<file path="src/common/gpio_cmd_pkg.sv">
package gpio_cmd_pkg;
    localparam int FRAME_BYTES = 9;
    localparam int PARAM_BYTES = 4;
    localparam int RESP_BYTES = 5;
    localparam int PARAM_BITS = 32;
    localparam logic [3:0] LAST_RX_IDX = 4'h8;
    localparam logic [2:0] RESP_LEN_OK = 3'h5;
    localparam logic [2:0] RESP_LEN_ERR = 3'h1;
    localparam logic [7:0] CMD_GET_FUNC = 8'h10;
    localparam logic [7:0] CMD_GET_DIR = 8'h11;
    localparam logic [7:0] CMD_GET_LVL = 8'h12;
    localparam logic [7:0] CMD_GET_STATE = 8'h13;
    localparam logic [7:0] CMD_SET_DIR = 8'h19;
    localparam logic [7:0] CMD_SET_LVL = 8'h1a;
    localparam logic [7:0] CMD_SET_STATE = 8'h1b;
    localparam logic [7:0] ERR_BYTE = 8'hff;
    localparam logic RST_DIR = 1'b0;
    localparam logic RST_LVL = 1'b1;
    localparam logic RST_STATE = 1'b0;
    typedef enum logic [1:0] {FLD_DIR, FLD_LVL, FLD_STATE} field_t;
endpackage

</file>
<file path="src/common/pin_bank_if.sv">
interface pin_bank_if #(parameter int NPINS = 11);
    import gpio_cmd_pkg::*;
    logic wr;
    field_t sel;
    logic [NPINS-1:0] mask;
    logic [NPINS-1:0] value;
    logic [NPINS-1:0] func;
    logic [NPINS-1:0] dir;
    logic [NPINS-1:0] lvl;
    logic [NPINS-1:0] state;
    modport ctrl (output wr, sel, mask, value, func, input dir, lvl, state);
    modport bank (input wr, sel, mask, value, func, output dir, lvl, state);
endinterface

</file>
<file path="src/design/pin_bank.sv">
module pin_bank
    import gpio_cmd_pkg::*;
#(
    parameter int NPINS = 11
)(
    input wire logic clk,
    input wire logic srst,
    pin_bank_if.bank bus,
    input wire logic [NPINS-1:0] pin_in,
    output logic [NPINS-1:0] pin_out,
    output logic [NPINS-1:0] pin_oe
);
    logic [NPINS-1:0] dir_q, lvl_q, st_q, sync1_q, sync2_q, out_q, oe_q;
    logic [NPINS-1:0] dir_d, lvl_d, st_d, st_mask;

    // Masked update: only selected bits take the new value
    assign st_mask = bus.mask & dir_q;
    assign dir_d = (bus.wr && bus.sel == FLD_DIR) ? ((dir_q & ~bus.mask) | (bus.value & bus.mask)) : dir_q;
    assign lvl_d = (bus.wr && bus.sel == FLD_LVL) ? ((lvl_q & ~bus.mask) | (bus.value & bus.mask)) : lvl_q;
    assign st_d = (bus.wr && bus.sel == FLD_STATE) ? ((st_q & ~st_mask) | (bus.value & st_mask)) : st_q;

    // Live settings only; reset brings back the defaults
    always_ff @(posedge clk)
    begin
        if (srst)
        begin
            dir_q <= {NPINS{RST_DIR}};
            lvl_q <= {NPINS{RST_LVL}};
            st_q <= {NPINS{RST_STATE}};
            out_q <= '0;
            oe_q <= '0;
        end
        else
        begin
            dir_q <= dir_d;
            lvl_q <= lvl_d;
            st_q <= st_d;
            out_q <= st_q ^ lvl_q;
            oe_q <= dir_q & bus.func;
        end
    end

    always_ff @(posedge clk)
    begin
        sync1_q <= pin_in;
        sync2_q <= sync1_q;
    end

    assign pin_out = out_q;
    assign pin_oe = oe_q;
    assign bus.dir = dir_q;
    assign bus.lvl = lvl_q;
    assign bus.state = (dir_q & st_q) | (~dir_q & (sync2_q ^ lvl_q));
endmodule // pin_bank

</file>
<file path="src/design/gpio_cmd.sv">
// How it works
// - After reset pins are GPIO inputs, active low.
// - A command frame is nine bytes: command then two four-byte parameters.
// - Parameters are little-endian; pin 0 is bit 0 of the first byte.
// - Bits of non-GPIO pins read as anything and are ignored on writes.
// - A valid command returns five bytes: echoed command plus one parameter.
// - An invalid command returns one byte 0xff and changes nothing.
// - Codes 10h-13h read func/dir/level/state; 19h-1Bh set dir/level/state.
// - Pin function cannot be written here; it is read only.
// - Set values are live only and revert at reset.
// - Unused parameters are ignored; reads still take the full frame.
// - Function bit 1 means user GPIO, 0 means dedicated function.
// - Direction bit 1 is output, 0 is input.
// - Level bit 1 is active low, 0 is active high.
// - Only the eleven configurable pins exist; higher bits unused.
// - A disable setting stops the service; no command is accepted.
// - Set directions uses parameter one as mask, parameter two as values.
// - State bit 1 means active, through the active-level setting.
module gpio_cmd
    import gpio_cmd_pkg::*;
#(
    parameter int NPINS = 11
)(
    input wire logic clk,
    input wire logic srst,
    input wire logic service_disable,
    input wire logic [NPINS-1:0] pin_func,
    input wire logic rx_valid,
    input wire logic [7:0] rx_data,
    output logic rx_ready,
    output logic tx_valid,
    output logic [7:0] tx_data,
    input wire logic tx_ready,
    input wire logic [NPINS-1:0] pin_in,
    output logic [NPINS-1:0] pin_out,
    output logic [NPINS-1:0] pin_oe
);
    generate
        if (NPINS < 1 || NPINS > PARAM_BITS)
        begin : g_bad_npins
            $error("NPINS must be 1 to 32");
        end
    endgenerate

    typedef enum logic [1:0] {S_RX, S_EXEC, S_LOAD, S_TX} state_t;

    state_t state_q, state_d;
    logic [3:0] cnt_q;
    logic [7:0] cmd_q;
    logic [PARAM_BITS-1:0] p1_q, p2_q;
    logic [8*RESP_BYTES-1:0] tx_buf_q;
    logic [2:0] tx_left_q;

    pin_bank_if #(.NPINS(NPINS)) bank_bus ();

    pin_bank #(.NPINS(NPINS)) u_bank (
        .clk(clk),
        .srst(srst),
        .bus(bank_bus),
        .pin_in(pin_in),
        .pin_out(pin_out),
        .pin_oe(pin_oe)
    );

    wire rx_take = rx_valid && rx_ready;
    wire tx_take = tx_valid && tx_ready;
    wire frame_done = rx_take && !service_disable && cnt_q == LAST_RX_IDX;
    wire tx_last = tx_take && tx_left_q == RESP_LEN_ERR;

    // Command decode
    wire is_get = cmd_q == CMD_GET_FUNC || cmd_q == CMD_GET_DIR
        || cmd_q == CMD_GET_LVL || cmd_q == CMD_GET_STATE;
    wire is_set = cmd_q == CMD_SET_DIR || cmd_q == CMD_SET_LVL || cmd_q == CMD_SET_STATE;
    wire valid_cmd = is_get || is_set;
    wire field_t set_sel = (cmd_q == CMD_SET_DIR) ? FLD_DIR : (cmd_q == CMD_SET_LVL) ? FLD_LVL : FLD_STATE;

    // Readback after any update; bits above NPINS read zero
    wire [NPINS-1:0] rd_pins = (cmd_q == CMD_GET_FUNC) ? pin_func
        : (cmd_q == CMD_GET_DIR || cmd_q == CMD_SET_DIR) ? bank_bus.dir
        : (cmd_q == CMD_GET_LVL || cmd_q == CMD_SET_LVL) ? bank_bus.lvl
        : bank_bus.state;
    wire [PARAM_BITS-1:0] rd_word = PARAM_BITS'(rd_pins);

    // Non-GPIO bits never reach the bank; parameters of reads are dropped
    assign bank_bus.wr = state_q == S_EXEC && is_set && !service_disable;
    assign bank_bus.sel = set_sel;
    assign bank_bus.mask = p1_q[NPINS-1:0] & pin_func;
    assign bank_bus.value = p2_q[NPINS-1:0];
    assign bank_bus.func = pin_func;

    assign rx_ready = state_q == S_RX;
    assign tx_valid = state_q == S_TX;
    assign tx_data = tx_buf_q[7:0];

    always_comb
    begin
        state_d = state_q;
        unique case (state_q)
            S_RX: if (frame_done) state_d = S_EXEC;
            S_EXEC: state_d = S_LOAD;
            S_LOAD: state_d = S_TX;
            S_TX: if (tx_last) state_d = S_RX;
        endcase
    end

    always_ff @(posedge clk)
    begin
        if (srst)
            state_q <= S_RX;
        else
            state_q <= state_d;
    end

    // Frame capture; a disable drops any partial frame
    always_ff @(posedge clk)
    begin
        if (srst || (state_q == S_RX && service_disable))
            cnt_q <= '0;
        else if (rx_take)
            cnt_q <= (cnt_q == LAST_RX_IDX) ? 4'h0 : cnt_q + 4'h1;
    end

    always_ff @(posedge clk)
    begin
        if (srst)
        begin
            cmd_q <= '0;
            p1_q <= '0;
            p2_q <= '0;
        end
        else if (rx_take && !service_disable)
        begin
            if (cnt_q == 4'h0)
                cmd_q <= rx_data;
            else if (cnt_q <= 4'(PARAM_BYTES))
                p1_q <= {rx_data, p1_q[PARAM_BITS-1:8]};
            else
                p2_q <= {rx_data, p2_q[PARAM_BITS-1:8]};
        end
    end

    // Response shifter, least significant byte first
    always_ff @(posedge clk)
    begin
        if (srst)
        begin
            tx_buf_q <= '0;
            tx_left_q <= '0;
        end
        else if (state_q == S_LOAD)
        begin
            tx_buf_q <= valid_cmd ? {rd_word, cmd_q} : {32'h0, ERR_BYTE};
            tx_left_q <= valid_cmd ? RESP_LEN_OK : RESP_LEN_ERR;
        end
        else if (tx_take)
        begin
            tx_buf_q <= {8'h00, tx_buf_q[8*RESP_BYTES-1:8]};
            tx_left_q <= tx_left_q - 3'h1;
        end
    end

    localparam logic [PARAM_BITS-1:0] USED_BITS = PARAM_BITS'({NPINS{1'b1}});
endmodule // gpio_cmd

</file>
<file path="config.mk">
export PLATFORM = sky130hd
export DESIGN_NAME = gpio_cmd
export DESIGN_NICKNAME = d
export VERILOG_FILES = /design/src/common/gpio_cmd_pkg.sv /design/src/common/pin_bank_if.sv /design/src/design/pin_bank.sv /design/src/design/gpio_cmd.sv
export SDC_FILE = /design/constraint.sdc
export NUM_CORES = 1
export LEC_CHECK = 0
export BUFFER_PORTS_ARGS = -buffer_cell sky130_fd_sc_hd__buf_2
export CAP_MARGIN = 30
export CORE_ASPECT_RATIO = 1.5
export CORE_MARGIN = 3
export CORE_UTILIZATION = 50
export DETAILED_ROUTE_END_ITERATION = 8
export GPL_ROUTABILITY_DRIVEN = 1
export PLACE_DENSITY = 0.74
export SKIP_CTS_REPAIR_TIMING = 1
export SLEW_MARGIN = 0
export SYNTH_ARGS = -nofsm -noshare
export SYNTH_HDL_FRONTEND = slang
export SYNTH_HIERARCHICAL = 1
export SYNTH_SLANG_ARGS = --single-unit
</file>
<file path="constraint.sdc">
create_clock -name clk -period 6.4 [get_ports clk]
set_clock_uncertainty 0.2 [all_clocks]
set_input_delay 1.28 -clock clk [delete_from_list [all_inputs] [get_ports clk]]
set_output_delay 1.28 -clock clk [all_outputs]
set_load 0.01 [all_outputs]
</file>
==> flow_metrics.tcl, run 1 <==
set metrics [dict create \
    final-setup-viol-count 0 \
    ys_ff_latch 177 \
    final_cell_mix "nand2_1, dfxtp_1, a21oi_1" \
    rows 53 \
    hold_class "flip-flop to flip-flop" \
    syn-instance-count 858 \
    wl_per_cell_um 15.7 \
    worstSetupPathType "flip-flop to flip-flop" \
    fin_crit_sh_pct 54.0 \
    initial_core_util_pct 52.1 \
    root_buffer "clkbuf_16" \
    setup_slack_ps 2940 \
    ys_top_cells_by_area "dfxtp_1, nand2_1, a21oi_1" \
    clock_path_buffers 2 \
    synth_top_area_share_pct 47.7 \
    final_common_cell "nand2_1" \
    slew_violations 0 \
    start_kind "flip-flop" \
    syn_to_final_growth_pct 13.2 \
    worst_pin_slew_ps 994 \
    p_per_area_nw_per_um2 273 \
    gp_congestion 0.903 \
    cts_tree "built" \
    die_area_um2 16400 \
    die_h_um 155 \
    grtUsageMet3_pct 3.82 \
    ir_drop_uv 164 \
    syn_area_um2 7430 \
    status "finished, final reports clean" \
    clk_latency_ps 430 \
    fmax_mhz 289 \
    diodes 0 \
    ios 67 \
    crit_fanout 22 \
    routed_wl_mm 17.3 \
    fp.dieW_um 106 \
    vias 5912 \
    grt_use_met1_pct 26.0 \
    worst_path_max_delay_cell "and3b_2" \
    cts_buffers 17 \
    hold_violations 0 \
    grt_use_total_pct 21.2 \
    synth_edf_count 0 \
    first_pass_iters 5 \
    synth_area_leader_cell "dfxtp_1" \
    timing.hold.ws_ps 128 \
    grt_pass1_wl_mm 27.8 \
    busiest_layer "met2" \
    htree_num_levels 4 \
    grt_pass1_vias 5404 \
    clkTransAtPathRegs_ps 70 \
    final_core_util_pct 59.0 \
    crit_buf_inv 1 \
    path_cells "nor4b_4 -> nor2b_1 -> nand2_1 -> nor4b_1 -> buf_4 -> and3b_2 -> a21boi_0 -> a311o_1" \
    finalSetupTns_ps 0 \
    max_slew_margin_pct 33.5 \
    rsz0062_at_grt "false" \
    use_met2_pct 35.7 \
    drtAntennaViolNets 0 \
    critPathRequiredTime_ps 6510 \
    endpoint_kind "flip-flop" \
    ys.flop_type "dfxtp_1" \
    p_leak_nw 3.21 \
    final_net_count 935 \
    drc_errors 0 \
    cap_violations 0 \
    core_area_um2 14300 \
    syn_nets 902 \
    cpPeakStageDelay_ps 560 \
    ys_types 50 \
    via_per_inst 5.39 \
    synth_warnings 6 \
    drive_above_1_share_pct 15.4 \
    drt-initial-drc-count 427 \
    ys_seq_area_share_pct 47.7 \
    path_delay_family "simple AND/OR/NAND/NOR gates" \
    pre_cts_ws_ps 2960 \
    antenna_found_initial 0 \
    grt.overflow.total 0 \
    final.min_clock_period_ps 3460 \
    worstPathArrival_ps 3570 \
    hpwlAfterDp_mm 11.8 \
    cts_sinks 177 \
    avgSynthCellArea_um2 8.65 \
    async_flop_share_pct 0 \
    portBuffers 66 \
    grt_max_degree 81 \
]
==> synthesized netlist by cell type, types with 4 or more instances <==
cell type and n:
ha_1 9, a211oi_1 4, nand2_1 185, xnor2_1 25
and2_1 15, nand2b_1 34, buf_2 14, a21o_1 4
dfxtp_1 177, o22ai_1 7, and4bb_2 11, nor3b_1 4
a21boi_2 9, nor2_1 71, a222oi_1 4, mux2i_1 31
a21oi_1 78, clkbuf_1 34, a311o_1 11, a22oi_1 16
buf_4 9, o21ai_0 38, inv_1 15, nand3_1 14
==> final timing paths <==
path,from,endpoint,slack [ps],depth (start not counted)
setup reg to reg,cmd_q[5],flip-flop,2940,8
setup / recovery,cmd_q[5],flip-flop,2940,8
hold reg to reg,u_bank/sync1_q[10],u_bank/sync2_q[10],130,0
hold / removal,u_bank/sync1_q[10],u_bank/sync2_q[10],130,0
==> metal layers <==
metal | wire length (um) | vias up
met5 | 0 | -
met4 | 659 | 0
met3 | 678 | 45
met2 | 8810 | 145
met1 | 7110 | 2759
li1 | - | 2963
==> area by class of cell <==
type / count / area [um^2]
Multi-Input combinational cell: 606 / 3540
Timing Repair Buffer: 74 / 413
Inverter: 15 / 56.3
Tap cell: 192 / 240
Clock inverter: 15 / 188
Sequential cell: 177 / 3540
Clock buffer: 17 / 425
Fill cell: 1234 / 5850
==> where the power goes <==
group          internal (mW)  switching [mW]
clock network          0.596           0.473
logic                 0.0369          0.0666
registers               1.12         0.00974
total                   1.75           0.550
==> stage by stage <==
| step | instance area [um^2] | std cells | total power [mW] |
|---|---|---|---|
| detailed placement | 7790 | 1064 | 1.25 |
| global route | 8410 | 1096 | 2.37 |
| CTS | 8410 | 1096 | 2.31 |
| global placement | 7770 | 1063 | 1.25 |
| finish | 8410 | 1096 | 2.30 |
| floorplan | 7430 | 858 | 1.21 |
==> worst reg2reg max path, cell delays in order, from the launching register on <==
cell      delay [ps]
dfxtp_1          340
nor4b_4          380
nor2b_1          450
nand2_1          170
nor4b_1          460
buf_4            270
and3b_2          560
a21boi_0         170
a311o_1          340
==> cells by family (layout without fill, tap and decap cells) <==
kind of cell	Yosys count	count (layout)	synth area share, %
DFF	177	177	47.7
muxes	31	31	4.18
and+or+nand+nor	351	351	22.3
AOI/OAI and AO/OA	188	188	16.3
buffers and inverters	75	121	4.80
adders and majority gates	9	9	1.52
xor gates and xnor gates	27	27	3.18
(Power assumes the default switching activity.)
==> run 2: changes to the inputs <==
==> constraint.sdc (replaced) <==
create_clock -name clk -period 3.35 [get_ports clk]
set_clock_uncertainty 0.2 [all_clocks]
set_input_delay 0.67 -clock clk [delete_from_list [all_inputs] [get_ports clk]]
set_output_delay 0.67 -clock clk [all_outputs]
set_load 0.01 [all_outputs]
==> run 2 against run 1 <==
Fmax grew 15%; sequential power is 90% higher; global-route usage increased by 0.72 points; wire length increased by 3.7%; total power is 90% higher; via count increased by 2.5%; sequential cell count is the same; largest cell class unchanged.
==> flow_metrics.tcl, run 2 (same netlist as run 1, synthesis figures left out) <==
set metrics [dict create \
    initial_core_util_pct 52.1 \
    finalSetupTns_ps 0 \
    seqPwrFrac_pct 49.1 \
    fillers 1262 \
    endpoint_kind "flip-flop" \
    final_cell_mix "nand2_1, dfxtp_1, a21oi_1" \
    vias 6059 \
    hold_class "flip-flop to flip-flop" \
    crit_fanout 21 \
    final.min_clock_period_ps 3000 \
    rsz0062_at_grt "false" \
    r2r_start "cmd_q[5]" \
    diodes 0 \
    root_buffer "clkbuf_16" \
    antenna_found_initial 0 \
    drt-initial-drc-count 365 \
    ir_drop_uv 252 \
    htree_num_levels 4 \
    max_slew_margin_pct 39.3 \
    final-setup-viol-count 0 \
    cpPeakStageDelay_ps 550 \
    cts_sinks 177 \
    final_common_cell "nand2_1" \
    routed_wl_mm 17.9 \
    critPathRequiredTime_ps 3460 \
    fin_crit_sh_pct 89.5 \
    crit_buf_inv 1 \
    slew_violations 0 \
    p_total_mw 4.38 \
    crit_start "cmd_q[5]" \
    grt_max_degree 99 \
    cts_tree "built" \
    gp_congestion 0.846 \
    path_delay_family "simple AND/OR/NAND/NOR gates" \
    grt_pass1_vias 5648 \
    syn_to_final_growth_pct 13.7 \
    swShare_pct 22.5 \
    p_leak_nw 3.23 \
    portBuffers 66 \
    drtAntennaViolNets 0 \
    die_area_um2 16400 \
    clk_latency_ps 420 \
    r2r_cells 8 \
    fp.dieW_um 106 \
    drc_errors 0 \
    wl_per_cell_um 16.2 \
    path_cells "nor4b_4 -> nor2b_1 -> nand2_1 -> nor4b_1 -> buf_4 -> and3b_2 -> a21boi_0 -> a311o_1" \
    first_pass_iters 5 \
    hold_violations 0 \
    start_kind "flip-flop" \
    worst_path_max_delay_cell "and3b_2" \
    grt_pass1_wl_mm 28.7 \
    rows 53 \
    fmax_mhz 333 \
    worstPathArrival_ps 3110 \
    status "finished, final reports clean" \
    clkTransAtPathRegs_ps 70 \
    die_h_um 155 \
    worstSetupPathType "flip-flop to flip-flop" \
    via_per_inst 5.49 \
    core_area_um2 14300 \
    hpwlAfterDp_mm 12.1 \
    worst_pin_slew_ps 910 \
    final_net_count 942 \
    p_per_area_nw_per_um2 518 \
    combPwrFrac_pct 4.8 \
    switchingPower_mw 0.983 \
    cts_buffers 17 \
    cp.depth 8 \
    clock_path_buffers 2 \
    cap_violations 0 \
    intPower_mw 3.39 \
    grt.overflow.total 0 \
    drive_above_1_share_pct 15.9 \
    grt_use_total_pct 22.0 \
    ios 67 \
    clkPwrFrac_pct 46.1 \
    rrSetupSlack_ps 350 \
]
run 2: power groups by stage:
stage	sequential, mW	clock (mW)	combinational (mW)
after floorplan	2.19	0	0.124
after global placement	2.20	0	0.205
after detailed placement	2.20	0	0.206
after CTS	2.15	2.05	0.208
after global routing	2.15	2.14	0.226
final	2.15	2.02	0.210
run 2: area by class of cell:
type | count | area (um^2) | share of cell area [%]
clock inverters | 10 | 124 | 1.47
clock buffers | 22 | 484 | 5.73
inverters | 15 | 56.3 | 0.667
flip-flops and latches | 177 | 3540 | 41.9
well taps | 192 | 240 | 2.84
multi-input cells | 606 | 3540 | 41.9
repair buffers | 81 | 458 | 5.42
run 2: per-stage QoR:
stage	instances	setup WS, ps	area, um^2	hold slack, ps	utilization [%]
global placement	1071	556	7840	111	55.0
CTS	1103	371	8450	127	59.2
global route	1103	192	8450	125	59.2
finish	1103	351	8450	128	59.2
detailed placement	1071	441	7840	112	55.0
floorplan	858	849	7430	110	-
run 2: worst min path at each step:
stage / start / to / cells past startpoint
after detailed placement: u_bank/sync1_q[6] / u_bank/sync2_q[6] / 0
after global routing: pin_in[6] / u_bank/sync1_q[6] / 1
after CTS: pin_in[4] / u_bank/sync1_q[4] / 1
after global placement: u_bank/sync1_q[6] / u_bank/sync2_q[6] / 0
after floorplan: u_bank/sync1_q[0] / u_bank/sync2_q[0] / 0
final: u_bank/sync1_q[4] / u_bank/sync2_q[4] / 0
run 2: routing by layer:
metal  track usage [%]  vias to the layer above  routed length (um)
li1                  -                     2974                   -
met1              25.8                     2834                7240
met2              39.3                      206                9220
met3              4.36                       45                 922
met4              8.33                        0                 519
met5                 0                        -                   0
